## config.mk

```make
export PLATFORM = sky130hd
export DESIGN_NAME = supply_reset_watchdog_supervisor
export DESIGN_NICKNAME = d
export VERILOG_FILES = /design/src/supervisor_pkg.sv /design/src/wdog_if.sv /design/src/supply_reset_watchdog_supervisor.sv /design/src/wdog_timer.sv
export SDC_FILE = /design/constraint.sdc
export NUM_CORES = 1
export LEC_CHECK = 0
export ABC_AREA = 1
export BUFFER_PORTS_ARGS = -buffer_cell sky130_fd_sc_hd__buf_2
export CAP_MARGIN = 10
export CORE_ASPECT_RATIO = 1.1
export CORE_MARGIN = 2
export CORE_UTILIZATION = 48
export DETAILED_ROUTE_END_ITERATION = 10
export PLACE_DENSITY = 0.74
export SLEW_MARGIN = 20
export SYNTH_ARGS = -nofsm -noshare
export SYNTH_HDL_FRONTEND = slang
export SYNTH_HIERARCHICAL = 1
export SYNTH_SLANG_ARGS = --single-unit
```

## constraint.sdc

```tcl
create_clock -name clk_in -period 5.65 [get_ports clk_in]
set_input_delay 0.8475 -clock clk_in [delete_from_list [all_inputs] [get_ports clk_in]]
set_output_delay 0.8475 -clock clk_in [all_outputs]
set_load 0.05 [all_outputs]
```

## src/supervisor_pkg.sv

```systemverilog
// constants, counts and state types for the supply supervisor with watchdog
// assumes a single 25 MHz clock; all other rates derive from it
package supervisor_pkg;

  // clock rate
  localparam int CLK_HZ  = 25_000_000;
  localparam int CLK_MHZ = CLK_HZ / 1_000_000;

  // documented durations in their own units
  localparam int RESET_HOLD_MS   = 200;
  localparam int WDOG_DEFAULT_MS = 1600;
  localparam int WDOG_ALT_MS     = 100;  // stand-in for the capacitor-set timeout
  localparam int PULSE_LOW_US    = 500;
  localparam int PULSE_LEAD_NS   = 70;
  localparam int CE_HOLD_US      = 15;

  // derived cycle counts: least times round up, longest times round down
  localparam int RESET_HOLD_CYC   = RESET_HOLD_MS * (CLK_HZ / 1000);
  localparam int WDOG_DEFAULT_CYC = WDOG_DEFAULT_MS * (CLK_HZ / 1000);
  localparam int WDOG_ALT_CYC     = WDOG_ALT_MS * (CLK_HZ / 1000);
  localparam int PULSE_LOW_CYC    = PULSE_LOW_US * CLK_MHZ;
  localparam int PULSE_LEAD_CYC   = (PULSE_LEAD_NS * CLK_MHZ + 999) / 1000;
  localparam int CE_HOLD_CYC      = CE_HOLD_US * CLK_MHZ;

  // counter widths
  localparam int CNT_W   = 26;
  localparam int HOLD_W  = 23;
  localparam int PULSE_W = 14;
  localparam int LEAD_W  = 2;
  localparam int CE_W    = 9;

  // values after reset
  localparam logic WARN_RST  = 1'b0;
  localparam logic OVF_RST   = 1'b1;
  localparam logic RESET_RST = 1'b1;

  // reset sequencer states
  typedef enum logic [1:0] {
    RS_HELD,
    RS_DELAY,
    RS_RUN
  } rst_state_t;

endpackage : supervisor_pkg

```

## src/wdog_if.sv

```systemverilog
// signals between the supervisor core and its watchdog timer
// assumes both ends run on the same clock
`timescale 1ns/1ns
interface wdog_if;
  logic                           rst_act;
  logic                           kick_edge;
  logic [supervisor_pkg::CNT_W-1:0] timeout_cyc;
  logic                           fault;
  logic                           pulse;

  modport ctrl  (output rst_act, output kick_edge, output timeout_cyc,
                 input fault, input pulse);
  modport timer (input rst_act, input kick_edge, input timeout_cyc,
                 output fault, output pulse);
endinterface : wdog_if

```

## src/supply_reset_watchdog_supervisor.sv

```systemverilog
// top of the supply supervisor: threshold mode select, reset sequencing,
// early warning, chip-select gating, overvoltage flag and watchdog
// assumes analog comparator results arrive as clock-synchronous levels
//
// Functional notes
// threshold select high chooses external mode, low chooses internal mode
// external mode: warning uses early_power_fail_warn sense, reset uses threshold select input
// internal mode: falling supply gives warning no later than reset
// internal warning trips above reset threshold with hysteresis; high when supply good
// reset asserted while supply is below reset threshold
// reset asserted while manual reset input is low
// reset held a further 200 ms after manual reset released
// during reset counters clear, watchdog fault and pulse outputs high
// during reset chip-select path blocked, input floated, output high
// active-low reset and its exact inverse active-high reset
// overvoltage flag low when sense high; independent of all else
// kick level held past timeout asserts watchdog pulse and fault
// processor kicks each period; any edge or pulse restarts timer
// watchdog disabled while supply below reset threshold
// timeout select high uses default timeout, else alternative timeout
// watchdog fault stays low until the next kick transition
// watchdog pulse low at least 500 us, leading fault by about 70 ns
// manual reset driver holds it low at least 25 us
// chip select low at reset: pass it until high or 15 us
// timeouts and hold delay are clock cycle counts set by parameters
// comparators arrive synchronous; kick and manual reset synchronised first
`timescale 1ns/1ns
module supply_reset_watchdog_supervisor #(
  parameter int RESET_HOLD_CYC   = supervisor_pkg::RESET_HOLD_CYC,
  parameter int WDOG_DEFAULT_CYC = supervisor_pkg::WDOG_DEFAULT_CYC,
  parameter int WDOG_ALT_CYC     = supervisor_pkg::WDOG_ALT_CYC,
  parameter int PULSE_LOW_CYC    = supervisor_pkg::PULSE_LOW_CYC
) (
  // clock and reset
  input  wire logic clk_in,
  input  wire logic rst_in,
  // supply comparator results
  input  wire logic mode_select_ext_in,      // threshold select pin above 600 mV
  input  wire logic reset_sense_low_in,      // threshold select pin below its reference
  input  wire logic early_power_fail_warn_sense_input,     // early_power_fail_warn sense pin below its reference
  input  wire logic vcc_below_reset_int_in,  // supply below internal reset threshold
  input  wire logic vcc_below_warn_int_in,   // supply below internal warning threshold
  input  wire logic overvoltage_sense_in,    // overvoltage sense above 1.30 V
  // processor side inputs
  input  wire logic manual_reset_in,         // low asserts reset
  input  wire logic watchdog_kick_in,
  input  wire logic timeout_select_in,       // high selects default timeout
  input  wire logic chip_select_in,          // active low
  // reset outputs
  output logic      reset_n_out,
  output logic      reset_out,
  // warning and flag outputs
  output logic      early_power_fail_warn_out, // low warns
  output logic      overvoltage_flag_out,      // low flags overvoltage
  // watchdog outputs
  output logic      watchdog_fault_out,
  output logic      watchdog_pulse_out,
  // chip-select gate
  output logic      chip_select_out,
  output logic      chip_select_gate_on_out    // low floats the chip-select input
);

  wdog_if wd ();

  logic                                man_s1_reg,  man_s1_next;
  logic                                man_s2_reg,  man_s2_next;
  logic                                kick_s1_reg, kick_s1_next;
  logic                                kick_s2_reg, kick_s2_next;
  logic                                kick_s3_reg, kick_s3_next;
  supervisor_pkg::rst_state_t          state_reg,   state_next;
  logic [supervisor_pkg::HOLD_W-1:0]   hold_cnt_reg, hold_cnt_next;
  logic                                reset_reg,   reset_next;
  logic                                ce_hold_reg, ce_hold_next;
  logic [supervisor_pkg::CE_W-1:0]     ce_cnt_reg,  ce_cnt_next;
  logic                                warn_reg,    warn_next;
  logic                                ovf_reg,     ovf_next;
  logic                                supply_low;
  logic                                warn_low;
  logic                                kick_edge;
  logic                                gate_on;

  // input synchronisers; the second stage feeds the logic, and the kick third stage feeds the edge detect
  always_comb begin
    man_s1_next  = manual_reset_in;
    man_s2_next  = man_s1_reg;
    kick_s1_next = watchdog_kick_in;
    kick_s2_next = kick_s1_reg;
    kick_s3_next = kick_s2_reg;
  end

  // synchroniser registers, released level for manual reset
  always_ff @(posedge clk_in) begin
    if (rst_in) begin
      man_s1_reg  <= 1'b1;
      man_s2_reg  <= 1'b1;
      kick_s1_reg <= 1'b0;
      kick_s2_reg <= 1'b0;
      kick_s3_reg <= 1'b0;
    end else begin
      man_s1_reg  <= man_s1_next;
      man_s2_reg  <= man_s2_next;
      kick_s1_reg <= kick_s1_next;
      kick_s2_reg <= kick_s2_next;
      kick_s3_reg <= kick_s3_next;
    end
  end

  // either transition counts, so a short pulse gives two kicks
  assign kick_edge = kick_s2_reg ^ kick_s3_reg;

  // comparator selection by threshold mode
  assign supply_low = mode_select_ext_in ? reset_sense_low_in
                                         : vcc_below_reset_int_in;
  // in internal mode below reset also counts as below warning, so warning never lags reset there
  assign warn_low   = mode_select_ext_in ? early_power_fail_warn_sense_input
                                         : (vcc_below_warn_int_in | vcc_below_reset_int_in);

  // reset sequencer: held while a cause is present, then a fixed delay
  always_comb begin
    state_next    = state_reg;
    hold_cnt_next = hold_cnt_reg;
    if (supply_low || !man_s2_reg) begin
      state_next    = supervisor_pkg::RS_HELD;
      hold_cnt_next = '0;
    end else begin
      case (state_reg)
        supervisor_pkg::RS_HELD: begin
          state_next    = supervisor_pkg::RS_DELAY;
          hold_cnt_next = '0;
        end
        supervisor_pkg::RS_DELAY: begin
          if (hold_cnt_reg == supervisor_pkg::HOLD_W'(RESET_HOLD_CYC - 1)) begin
            state_next = supervisor_pkg::RS_RUN;
          end else begin
            hold_cnt_next = hold_cnt_reg + 1'b1;
          end
        end
        supervisor_pkg::RS_RUN: begin
          state_next = supervisor_pkg::RS_RUN;
        end
        default: begin
          state_next    = supervisor_pkg::RS_HELD;
          hold_cnt_next = '0;
        end
      endcase
    end
    reset_next = (state_next != supervisor_pkg::RS_RUN);
  end

  // sequencer registers; a power-on reset runs the full delay
  always_ff @(posedge clk_in) begin
    if (rst_in) begin
      state_reg    <= supervisor_pkg::RS_DELAY;
      hold_cnt_reg <= '0;
      reset_reg    <= supervisor_pkg::RESET_RST;
    end else begin
      state_reg    <= state_next;
      hold_cnt_reg <= hold_cnt_next;
      reset_reg    <= reset_next;
    end
  end

  // write-cycle completion window when reset catches chip select low
  always_comb begin
    ce_hold_next = ce_hold_reg;
    ce_cnt_next  = ce_cnt_reg;
    if (!reset_next) begin
      ce_hold_next = 1'b0;
      ce_cnt_next  = '0;
    end else if (!reset_reg) begin
      ce_hold_next = !chip_select_in;
      ce_cnt_next  = '0;
    end else if (ce_hold_reg) begin
      if (chip_select_in ||
          ce_cnt_reg == supervisor_pkg::CE_W'(supervisor_pkg::CE_HOLD_CYC - 1)) begin
        ce_hold_next = 1'b0;
      end else begin
        ce_cnt_next = ce_cnt_reg + 1'b1;
      end
    end
  end

  // completion window registers
  always_ff @(posedge clk_in) begin
    if (rst_in) begin
      ce_hold_reg <= 1'b0;
      ce_cnt_reg  <= '0;
    end else begin
      ce_hold_reg <= ce_hold_next;
      ce_cnt_reg  <= ce_cnt_next;
    end
  end

  // warning and overvoltage flags
  always_comb begin
    warn_next = !warn_low;
    ovf_next  = !overvoltage_sense_in;
  end

  // flag registers
  always_ff @(posedge clk_in) begin
    if (rst_in) begin
      warn_reg <= supervisor_pkg::WARN_RST;
      ovf_reg  <= supervisor_pkg::OVF_RST;
    end else begin
      warn_reg <= warn_next;
      ovf_reg  <= ovf_next;
    end
  end

  // watchdog hookup; reset already covers the low-supply case
  assign wd.rst_act     = reset_reg;
  assign wd.kick_edge   = kick_edge;
  assign wd.timeout_cyc = timeout_select_in ? supervisor_pkg::CNT_W'(WDOG_DEFAULT_CYC)
                                            : supervisor_pkg::CNT_W'(WDOG_ALT_CYC);

  wdog_timer #(
    .PULSE_CYC (PULSE_LOW_CYC),
    .LEAD_CYC  (supervisor_pkg::PULSE_LEAD_CYC)
  ) u_wdog (
    .clk_in (clk_in),
    .rst_in (rst_in),
    .wd     (wd.timer)
  );

  // output drive; the chip-select path is a gate, not a register
  assign gate_on                   = !reset_reg || ce_hold_reg;
  assign chip_select_out           = gate_on ? chip_select_in : 1'b1;
  assign chip_select_gate_on_out   = gate_on;
  assign reset_n_out               = !reset_reg;
  assign reset_out                 = reset_reg;
  assign early_power_fail_warn_out = warn_reg;
  assign overvoltage_flag_out      = ovf_reg;
  assign watchdog_fault_out        = wd.fault;
  assign watchdog_pulse_out        = wd.pulse;

  // the two reset outputs are always opposite
  property p_reset_pair;
    @(posedge clk_in) disable iff (rst_in)
      reset_out == !reset_n_out;
  endproperty
  a_reset_pair: assert property (p_reset_pair) else $error("reset outputs not inverse");

  // low supply in the selected mode asserts reset
  property p_supply_reset;
    @(posedge clk_in) disable iff (rst_in)
      supply_low |=> reset_out;
  endproperty
  a_supply_reset: assert property (p_supply_reset) else $error("low supply without reset");

  // external mode uses the threshold select pin for reset
  property p_ext_reset;
    @(posedge clk_in) disable iff (rst_in)
      (mode_select_ext_in && reset_sense_low_in) |=> reset_out;
  endproperty
  a_ext_reset: assert property (p_ext_reset) else $error("external reset sense ignored");

  // synchronised manual reset low asserts reset
  property p_manual_reset;
    @(posedge clk_in) disable iff (rst_in)
      !man_s2_reg |=> reset_out;
  endproperty
  a_manual_reset: assert property (p_manual_reset) else $error("manual reset ignored");

  // release only after the full hold count
  property p_hold_release;
    @(posedge clk_in) disable iff (rst_in)
      $fell(reset_reg) |->
        ($past(hold_cnt_reg) == supervisor_pkg::HOLD_W'(RESET_HOLD_CYC - 1));
  endproperty
  a_hold_release: assert property (p_hold_release) else $error("reset released early");

  // outside the completion window the chip-select output is high in reset
  property p_ce_block;
    @(posedge clk_in) disable iff (rst_in)
      (reset_reg && !ce_hold_reg) |-> (chip_select_out && !chip_select_gate_on_out);
  endproperty
  a_ce_block: assert property (p_ce_block) else $error("chip select not blocked");

  // completion window never outlasts its count
  property p_ce_window;
    @(posedge clk_in) disable iff (rst_in)
      ce_hold_reg |-> (ce_cnt_reg < supervisor_pkg::CE_W'(supervisor_pkg::CE_HOLD_CYC));
  endproperty
  a_ce_window: assert property (p_ce_window) else $error("chip select window too long");

  // in internal mode a low supply also drops the warning
  property p_warn_first;
    @(posedge clk_in) disable iff (rst_in)
      (!mode_select_ext_in && vcc_below_reset_int_in) |=> !early_power_fail_warn_out;
  endproperty
  a_warn_first: assert property (p_warn_first) else $error("reset without warning");

  // overvoltage flag follows its sense input only
  property p_ovf;
    @(posedge clk_in) disable iff (rst_in)
      overvoltage_sense_in |=> !overvoltage_flag_out;
  endproperty
  a_ovf: assert property (p_ovf) else $error("overvoltage flag not low");

endmodule : supply_reset_watchdog_supervisor

```

## src/wdog_timer.sv

```systemverilog
// watchdog timer: timeout counter, low pulse output and sticky fault output
// assumes kick_edge is already synchronised and one cycle per kick edge
`timescale 1ns/1ns
module wdog_timer #(
  parameter int PULSE_CYC = supervisor_pkg::PULSE_LOW_CYC,
  parameter int LEAD_CYC  = supervisor_pkg::PULSE_LEAD_CYC
) (
  // clock and reset
  input wire logic clk_in,
  input wire logic rst_in,
  // link to the core
  wdog_if.timer    wd
);

  logic [supervisor_pkg::CNT_W-1:0]   cnt_reg,       cnt_next;
  logic [supervisor_pkg::PULSE_W-1:0] pulse_cnt_reg, pulse_cnt_next;
  logic [supervisor_pkg::LEAD_W-1:0]  lead_cnt_reg,  lead_cnt_next;
  logic                               fault_reg,     fault_next;
  logic                               pulse_reg,     pulse_next;

  // next state of the watchdog
  always_comb begin
    cnt_next       = cnt_reg;
    pulse_cnt_next = pulse_cnt_reg;
    lead_cnt_next  = lead_cnt_reg;
    fault_next     = fault_reg;
    pulse_next     = pulse_reg;
    if (wd.rst_act) begin
      cnt_next       = '0;
      pulse_cnt_next = '0;
      lead_cnt_next  = '0;
      fault_next     = 1'b1;
      pulse_next     = 1'b1;
    end else begin
      // end of the low pulse
      if (pulse_cnt_reg != '0) begin
        pulse_cnt_next = pulse_cnt_reg - 1'b1;
        if (pulse_cnt_reg == supervisor_pkg::PULSE_W'(1)) begin
          pulse_next = 1'b1;
        end
      end
      // fault falls a short lead after the pulse
      if (lead_cnt_reg != '0) begin
        lead_cnt_next = lead_cnt_reg - 1'b1;
        if (lead_cnt_reg == supervisor_pkg::LEAD_W'(1) && !wd.kick_edge) begin
          fault_next = 1'b0;
        end
      end
      if (wd.kick_edge) begin
        cnt_next   = '0;
        fault_next = 1'b1;
      end else if (cnt_reg >= wd.timeout_cyc - 1'b1) begin
        cnt_next       = '0;
        pulse_next     = 1'b0;
        pulse_cnt_next = supervisor_pkg::PULSE_W'(PULSE_CYC);
        lead_cnt_next  = supervisor_pkg::LEAD_W'(LEAD_CYC);
      end else begin
        cnt_next = cnt_reg + 1'b1;
      end
    end
  end

  // watchdog registers
  always_ff @(posedge clk_in) begin
    if (rst_in) begin
      cnt_reg       <= '0;
      pulse_cnt_reg <= '0;
      lead_cnt_reg  <= '0;
      fault_reg     <= 1'b1;
      pulse_reg     <= 1'b1;
    end else begin
      cnt_reg       <= cnt_next;
      pulse_cnt_reg <= pulse_cnt_next;
      lead_cnt_reg  <= lead_cnt_next;
      fault_reg     <= fault_next;
      pulse_reg     <= pulse_next;
    end
  end

  // outputs come straight from flip-flops
  assign wd.fault = fault_reg;
  assign wd.pulse = pulse_reg;

  // reset forces both outputs high
  property p_rst_high;
    @(posedge clk_in) disable iff (rst_in)
      wd.rst_act |=> (fault_reg && pulse_reg);
  endproperty
  a_rst_high: assert property (p_rst_high) else $error("watchdog outputs low under reset");

  // a kick edge restarts the counter
  property p_kick_restart;
    @(posedge clk_in) disable iff (rst_in)
      (wd.kick_edge && !wd.rst_act) |=> (cnt_reg == '0);
  endproperty
  a_kick_restart: assert property (p_kick_restart) else $error("kick did not restart");

  // fault follows the pulse by the lead
  property p_fault_lead;
    @(posedge clk_in) disable iff (rst_in)
      ($fell(pulse_reg) && fault_reg) ##1 (!wd.kick_edge && !wd.rst_act) [*2]
        |-> !fault_reg;
  endproperty
  a_fault_lead: assert property (p_fault_lead) else $error("fault did not follow pulse");

  // the low pulse is loaded with its full width
  property p_pulse_width;
    @(posedge clk_in) disable iff (rst_in)
      $fell(pulse_reg) |-> (pulse_cnt_reg == supervisor_pkg::PULSE_W'(PULSE_CYC));
  endproperty
  a_pulse_width: assert property (p_pulse_width) else $error("pulse width not loaded");

  // fault stays low until a kick edge or reset
  property p_fault_sticky;
    @(posedge clk_in) disable iff (rst_in)
      (!fault_reg && !wd.kick_edge && !wd.rst_act) |=> !fault_reg;
  endproperty
  a_fault_sticky: assert property (p_fault_sticky) else $error("fault released early");

endmodule : wdog_timer

```

==> results.json <==
{
  "min_to": "man_s2_reg$_SDFF_PP1_",
  "hold_class": "reg -> reg",
  "tightest_slew_ns": 0.839,
  "clock_latency_ns": 0.33,
  "htree_num_levels": 3,
  "portBuffers": 19,
  "netlist_instances": 910,
  "fillers": 1186,
  "synth-edff-count": 0,
  "p_leak_nw": 2.83,
  "critPathMaxStageDelay_ns": 0.46,
  "cts_resized": 0,
  "rsz0062_at_grt": "false",
  "path_class": "in -> reg",
  "fin_util_pct": 54.6,
  "min_period_over_period_pct": 69.1,
  "setup_tns_ns": 0,
  "drc": 0,
  "finalHoldViolations": 0,
  "synth.most_common_cell": "nand2_1",
  "cp.required_ns": 5.89,
  "yosysTopAreaCellShare_pct": 29.5,
  "dpl_worst_slack_ns": 1.43,
  "ant_nets": 0,
  "synth_top_area_cell": "dfxtp_1",
  "critPathMaxFanout": 25,
  "worstReg2RegEnd": "u_wdog/cnt_reg[10]$_SDFF_PP0_",
  "layout_min_cycle_time_ns": 3.90,
  "slew_headroom_pct": 44.0,
  "end_kind": "flip-flop",
  "synthArstFlopShare_pct": 0,
  "diodes": 0,
  "cp_top_family": "simple AND/OR/NAND/NOR gates",
  "cp-start-kind": "input port",
  "grt_pass1_wl_um": 22000,
  "ys_seq_area_share_pct": 29.5,
  "antenna_found_initial": 0,
  "core_um2": 12000,
  "dr.pass1.iters": 4,
  "grt_remaining_overflow": 0,
  "p_sw_share_pct": 20.9,
  "path_depth": 19,
  "crit_chain": "buf_2 -> inv_1 -> nor2_1 -> nand3_1 -> nor2_2 -> nand2_2 -> inv_1 -> nand2_1 -> nor2_1 -> xor2_1 -> inv_1 -> ha_1 -> nand2_1 -> nor2_1 -> nor2_1 -> a21oi_1 -> nor2_1 -> nand3_2 -> a21oi_1",
  "num_vias": 5398,
  "power_density_nw_per_um2": 207,
  "ys_seq_elements": 87,
  "clkSinkCount": 87,
  "synth_common_cells": "nand2_1 (225), nor2_1 (164), inv_1 (109)",
  "holdWs_ns": 0.406,
  "numPlacedInstances": 1103,
  "viasPerCell": 4.83,
  "cts_inserted_buffers": 9,
  "p_seq_share_pct": 45.4,
  "min_from": "man_s1_reg$_SDFF_PP1_",
  "pwr-share-comb_pct": 5.3,
  "num_rows": 42,
  "wl_per_cell_um": 11.3,
  "drive_gt1_share_pct": 9.24,
  "clock_path_buffers": 2,
  "grt_max_degree": 26,
  "status": "finished, final reports clean",
  "die_h_um": 120,
  "finalNetCount": 1005,
  "synthTopCellsByArea": "dfxtp_1 (29%), nand2_1 (14%), nor2_1 (10%)",
  "slowest_stage": "nand3_2",
  "drt_iter0_drc": 195,
  "hpwl_um": 9510,
  "setup_viol": 0,
  "regArea_um2": 1740,
  "grt_util_all_layers_pct": 20.4,
  "rrSetupSlack_ns": 3.45,
  "dieWidth_um": 110,
  "hold_path_depth": 1,
  "layout.cells.non_filler": 1117,
  "routed_wl_um": 12600,
  "yosys_most_used_dff": "dfxtp_1",
  "r2r_cells": 8,
  "ctsHoldBuffers": 0,
  "gp_congestion": 0.919,
  "clockPowerShare_pct": 49.3,
  "start_util_pct": 49.1,
  "syn2layout_area_growth_pct": 11.2,
  "clk_pin_slew_ns": 0.06,
  "cap_violations": 0,
  "critPathArrivalTime_ns": 4.15,
  "netlist_area_um2": 5910,
  "max_freq_ghz": 0.256,
  "reg2reg_from": "u_wdog/cnt_reg[23]$_SDFF_PP0_",
  "cts-root-buf": "clkbuf_16",
  "synth.avg_cell_area_um2": 6.49,
  "critPathBufInv": 4,
  "cts_tree": "yes",
  "fin_worst_skew_ns": 0.00626,
  "slew_violations": 0,
  "intPower_w": 0.00108,
  "grt_pass1_vias": 4985,
  "power.switching_w": 0.000285,
  "post_cts_buffers": 0,
  "path_common_cell": "nor2_1",
  "multi_input_area_um2": 3770,
  "dieArea_um2": 13200,
  "ir_drop_uv": 227,
  "yosysWarnings": 6,
  "timing.final.ws_setup_ns": 1.75,
  "largest_reg_flops": 26,
  "boundaryPins": 20,
  "yosysUniqueCellTypes": 42
}
## per-stage QoR
stage	instance area (um^2)	total power [W]
2_1_floorplan	6030	0.000686
3_3_place_gp	6240	0.000703
3_5_place_dp	6240	0.000703
4_1_cts	6570	0.00138
5_1_grt	6570	0.00141
6_report	6570	0.00136
## cell type report
class / instances / area share (%)
multi-input combinational: 728 / 57.5
sequential: 87 / 26.5
inverter: 115 / 6.57
clock buffer: 10 / 3.64
tap: 154 / 2.93
clock inverter: 4 / 1.45
timing repair buffer: 19 / 1.45
## kinds of logic (layout without fill, tap and decap cells)
family | after synthesis | after routing | share of synthesized area, %
adder cells (fa/ha/maj) | 33 | 33 | 6.99
other | 2 | 34 | 0.127
XOR/XNOR | 53 | 53 | 7.86
buffers and inverters | 127 | 148 | 8.66
AND/OR/NAND/NOR | 544 | 544 | 41.1
AO/OA/AOI/OAI | 64 | 64 | 5.82
flip-flops | 87 | 87 | 29.5
## metal layers
layer  track usage (%)  wire length (um)
met1              25.0              5960
met4              4.43                85
met5                 0                 0
met2              36.3              6230
met3              3.88               326
## worst reg2reg max path, cell delays in order (launching register included)
cell	delay [ns]
dfxtp_1	0.44
ha_1	0.28
a21oi_1	0.16
nor2_1	0.05
nor2_1	0.13
nand3_1	0.09
nor2_1	0.17
nand3_2	0.46
a21oi_1	0.32
## power groups by stage
stage | Clock, W | Sequential, W | Combinational [W]
floorplan | 0 | 0.000635 | 0.0000512
global placement | 0 | 0.000633 | 0.0000699
detailed placement | 0 | 0.000633 | 0.0000706
CTS | 0.000685 | 0.000619 | 0.0000709
global route | 0.000709 | 0.000619 | 0.0000849
finish | 0.000671 | 0.000619 | 0.0000725
## worst max-delay path by stage
| stage | slack [ns] | start | endpoint |
|---|---|---|---|
| after floorplan | 2.47 | timeout_select_in | u_wdog/pulse_cnt_reg[1]$_SDFF_PP0_ |
| after global placement | 1.55 | timeout_select_in | u_wdog/cnt_reg[13]$_SDFF_PP0_ |
| after detailed placement | 1.43 | timeout_select_in | u_wdog/cnt_reg[2]$_SDFF_PP0_ |
| after CTS | 1.73 | timeout_select_in | u_wdog/cnt_reg[10]$_SDFF_PP0_ |
| after global routing | 1.35 | timeout_select_in | u_wdog/cnt_reg[13]$_SDFF_PP0_ |
| final | 1.75 | timeout_select_in | u_wdog/cnt_reg[10]$_SDFF_PP0_ |
## placed cells by master (no fill, tap or decap), drive strengths merged, types with 4 or more instances in the layout
master and instances:
buf 19, xor2 43, inv 115, xnor2 10
nor2 178, dfxtp 87, o21ai 13, nand2 238
ha 33, nand3 68, or2 14, nor3 19
a21oi 43, conb 34, nand4 19, clkbuf 10
o21bai 4
(Power assumes the default switching activity.)
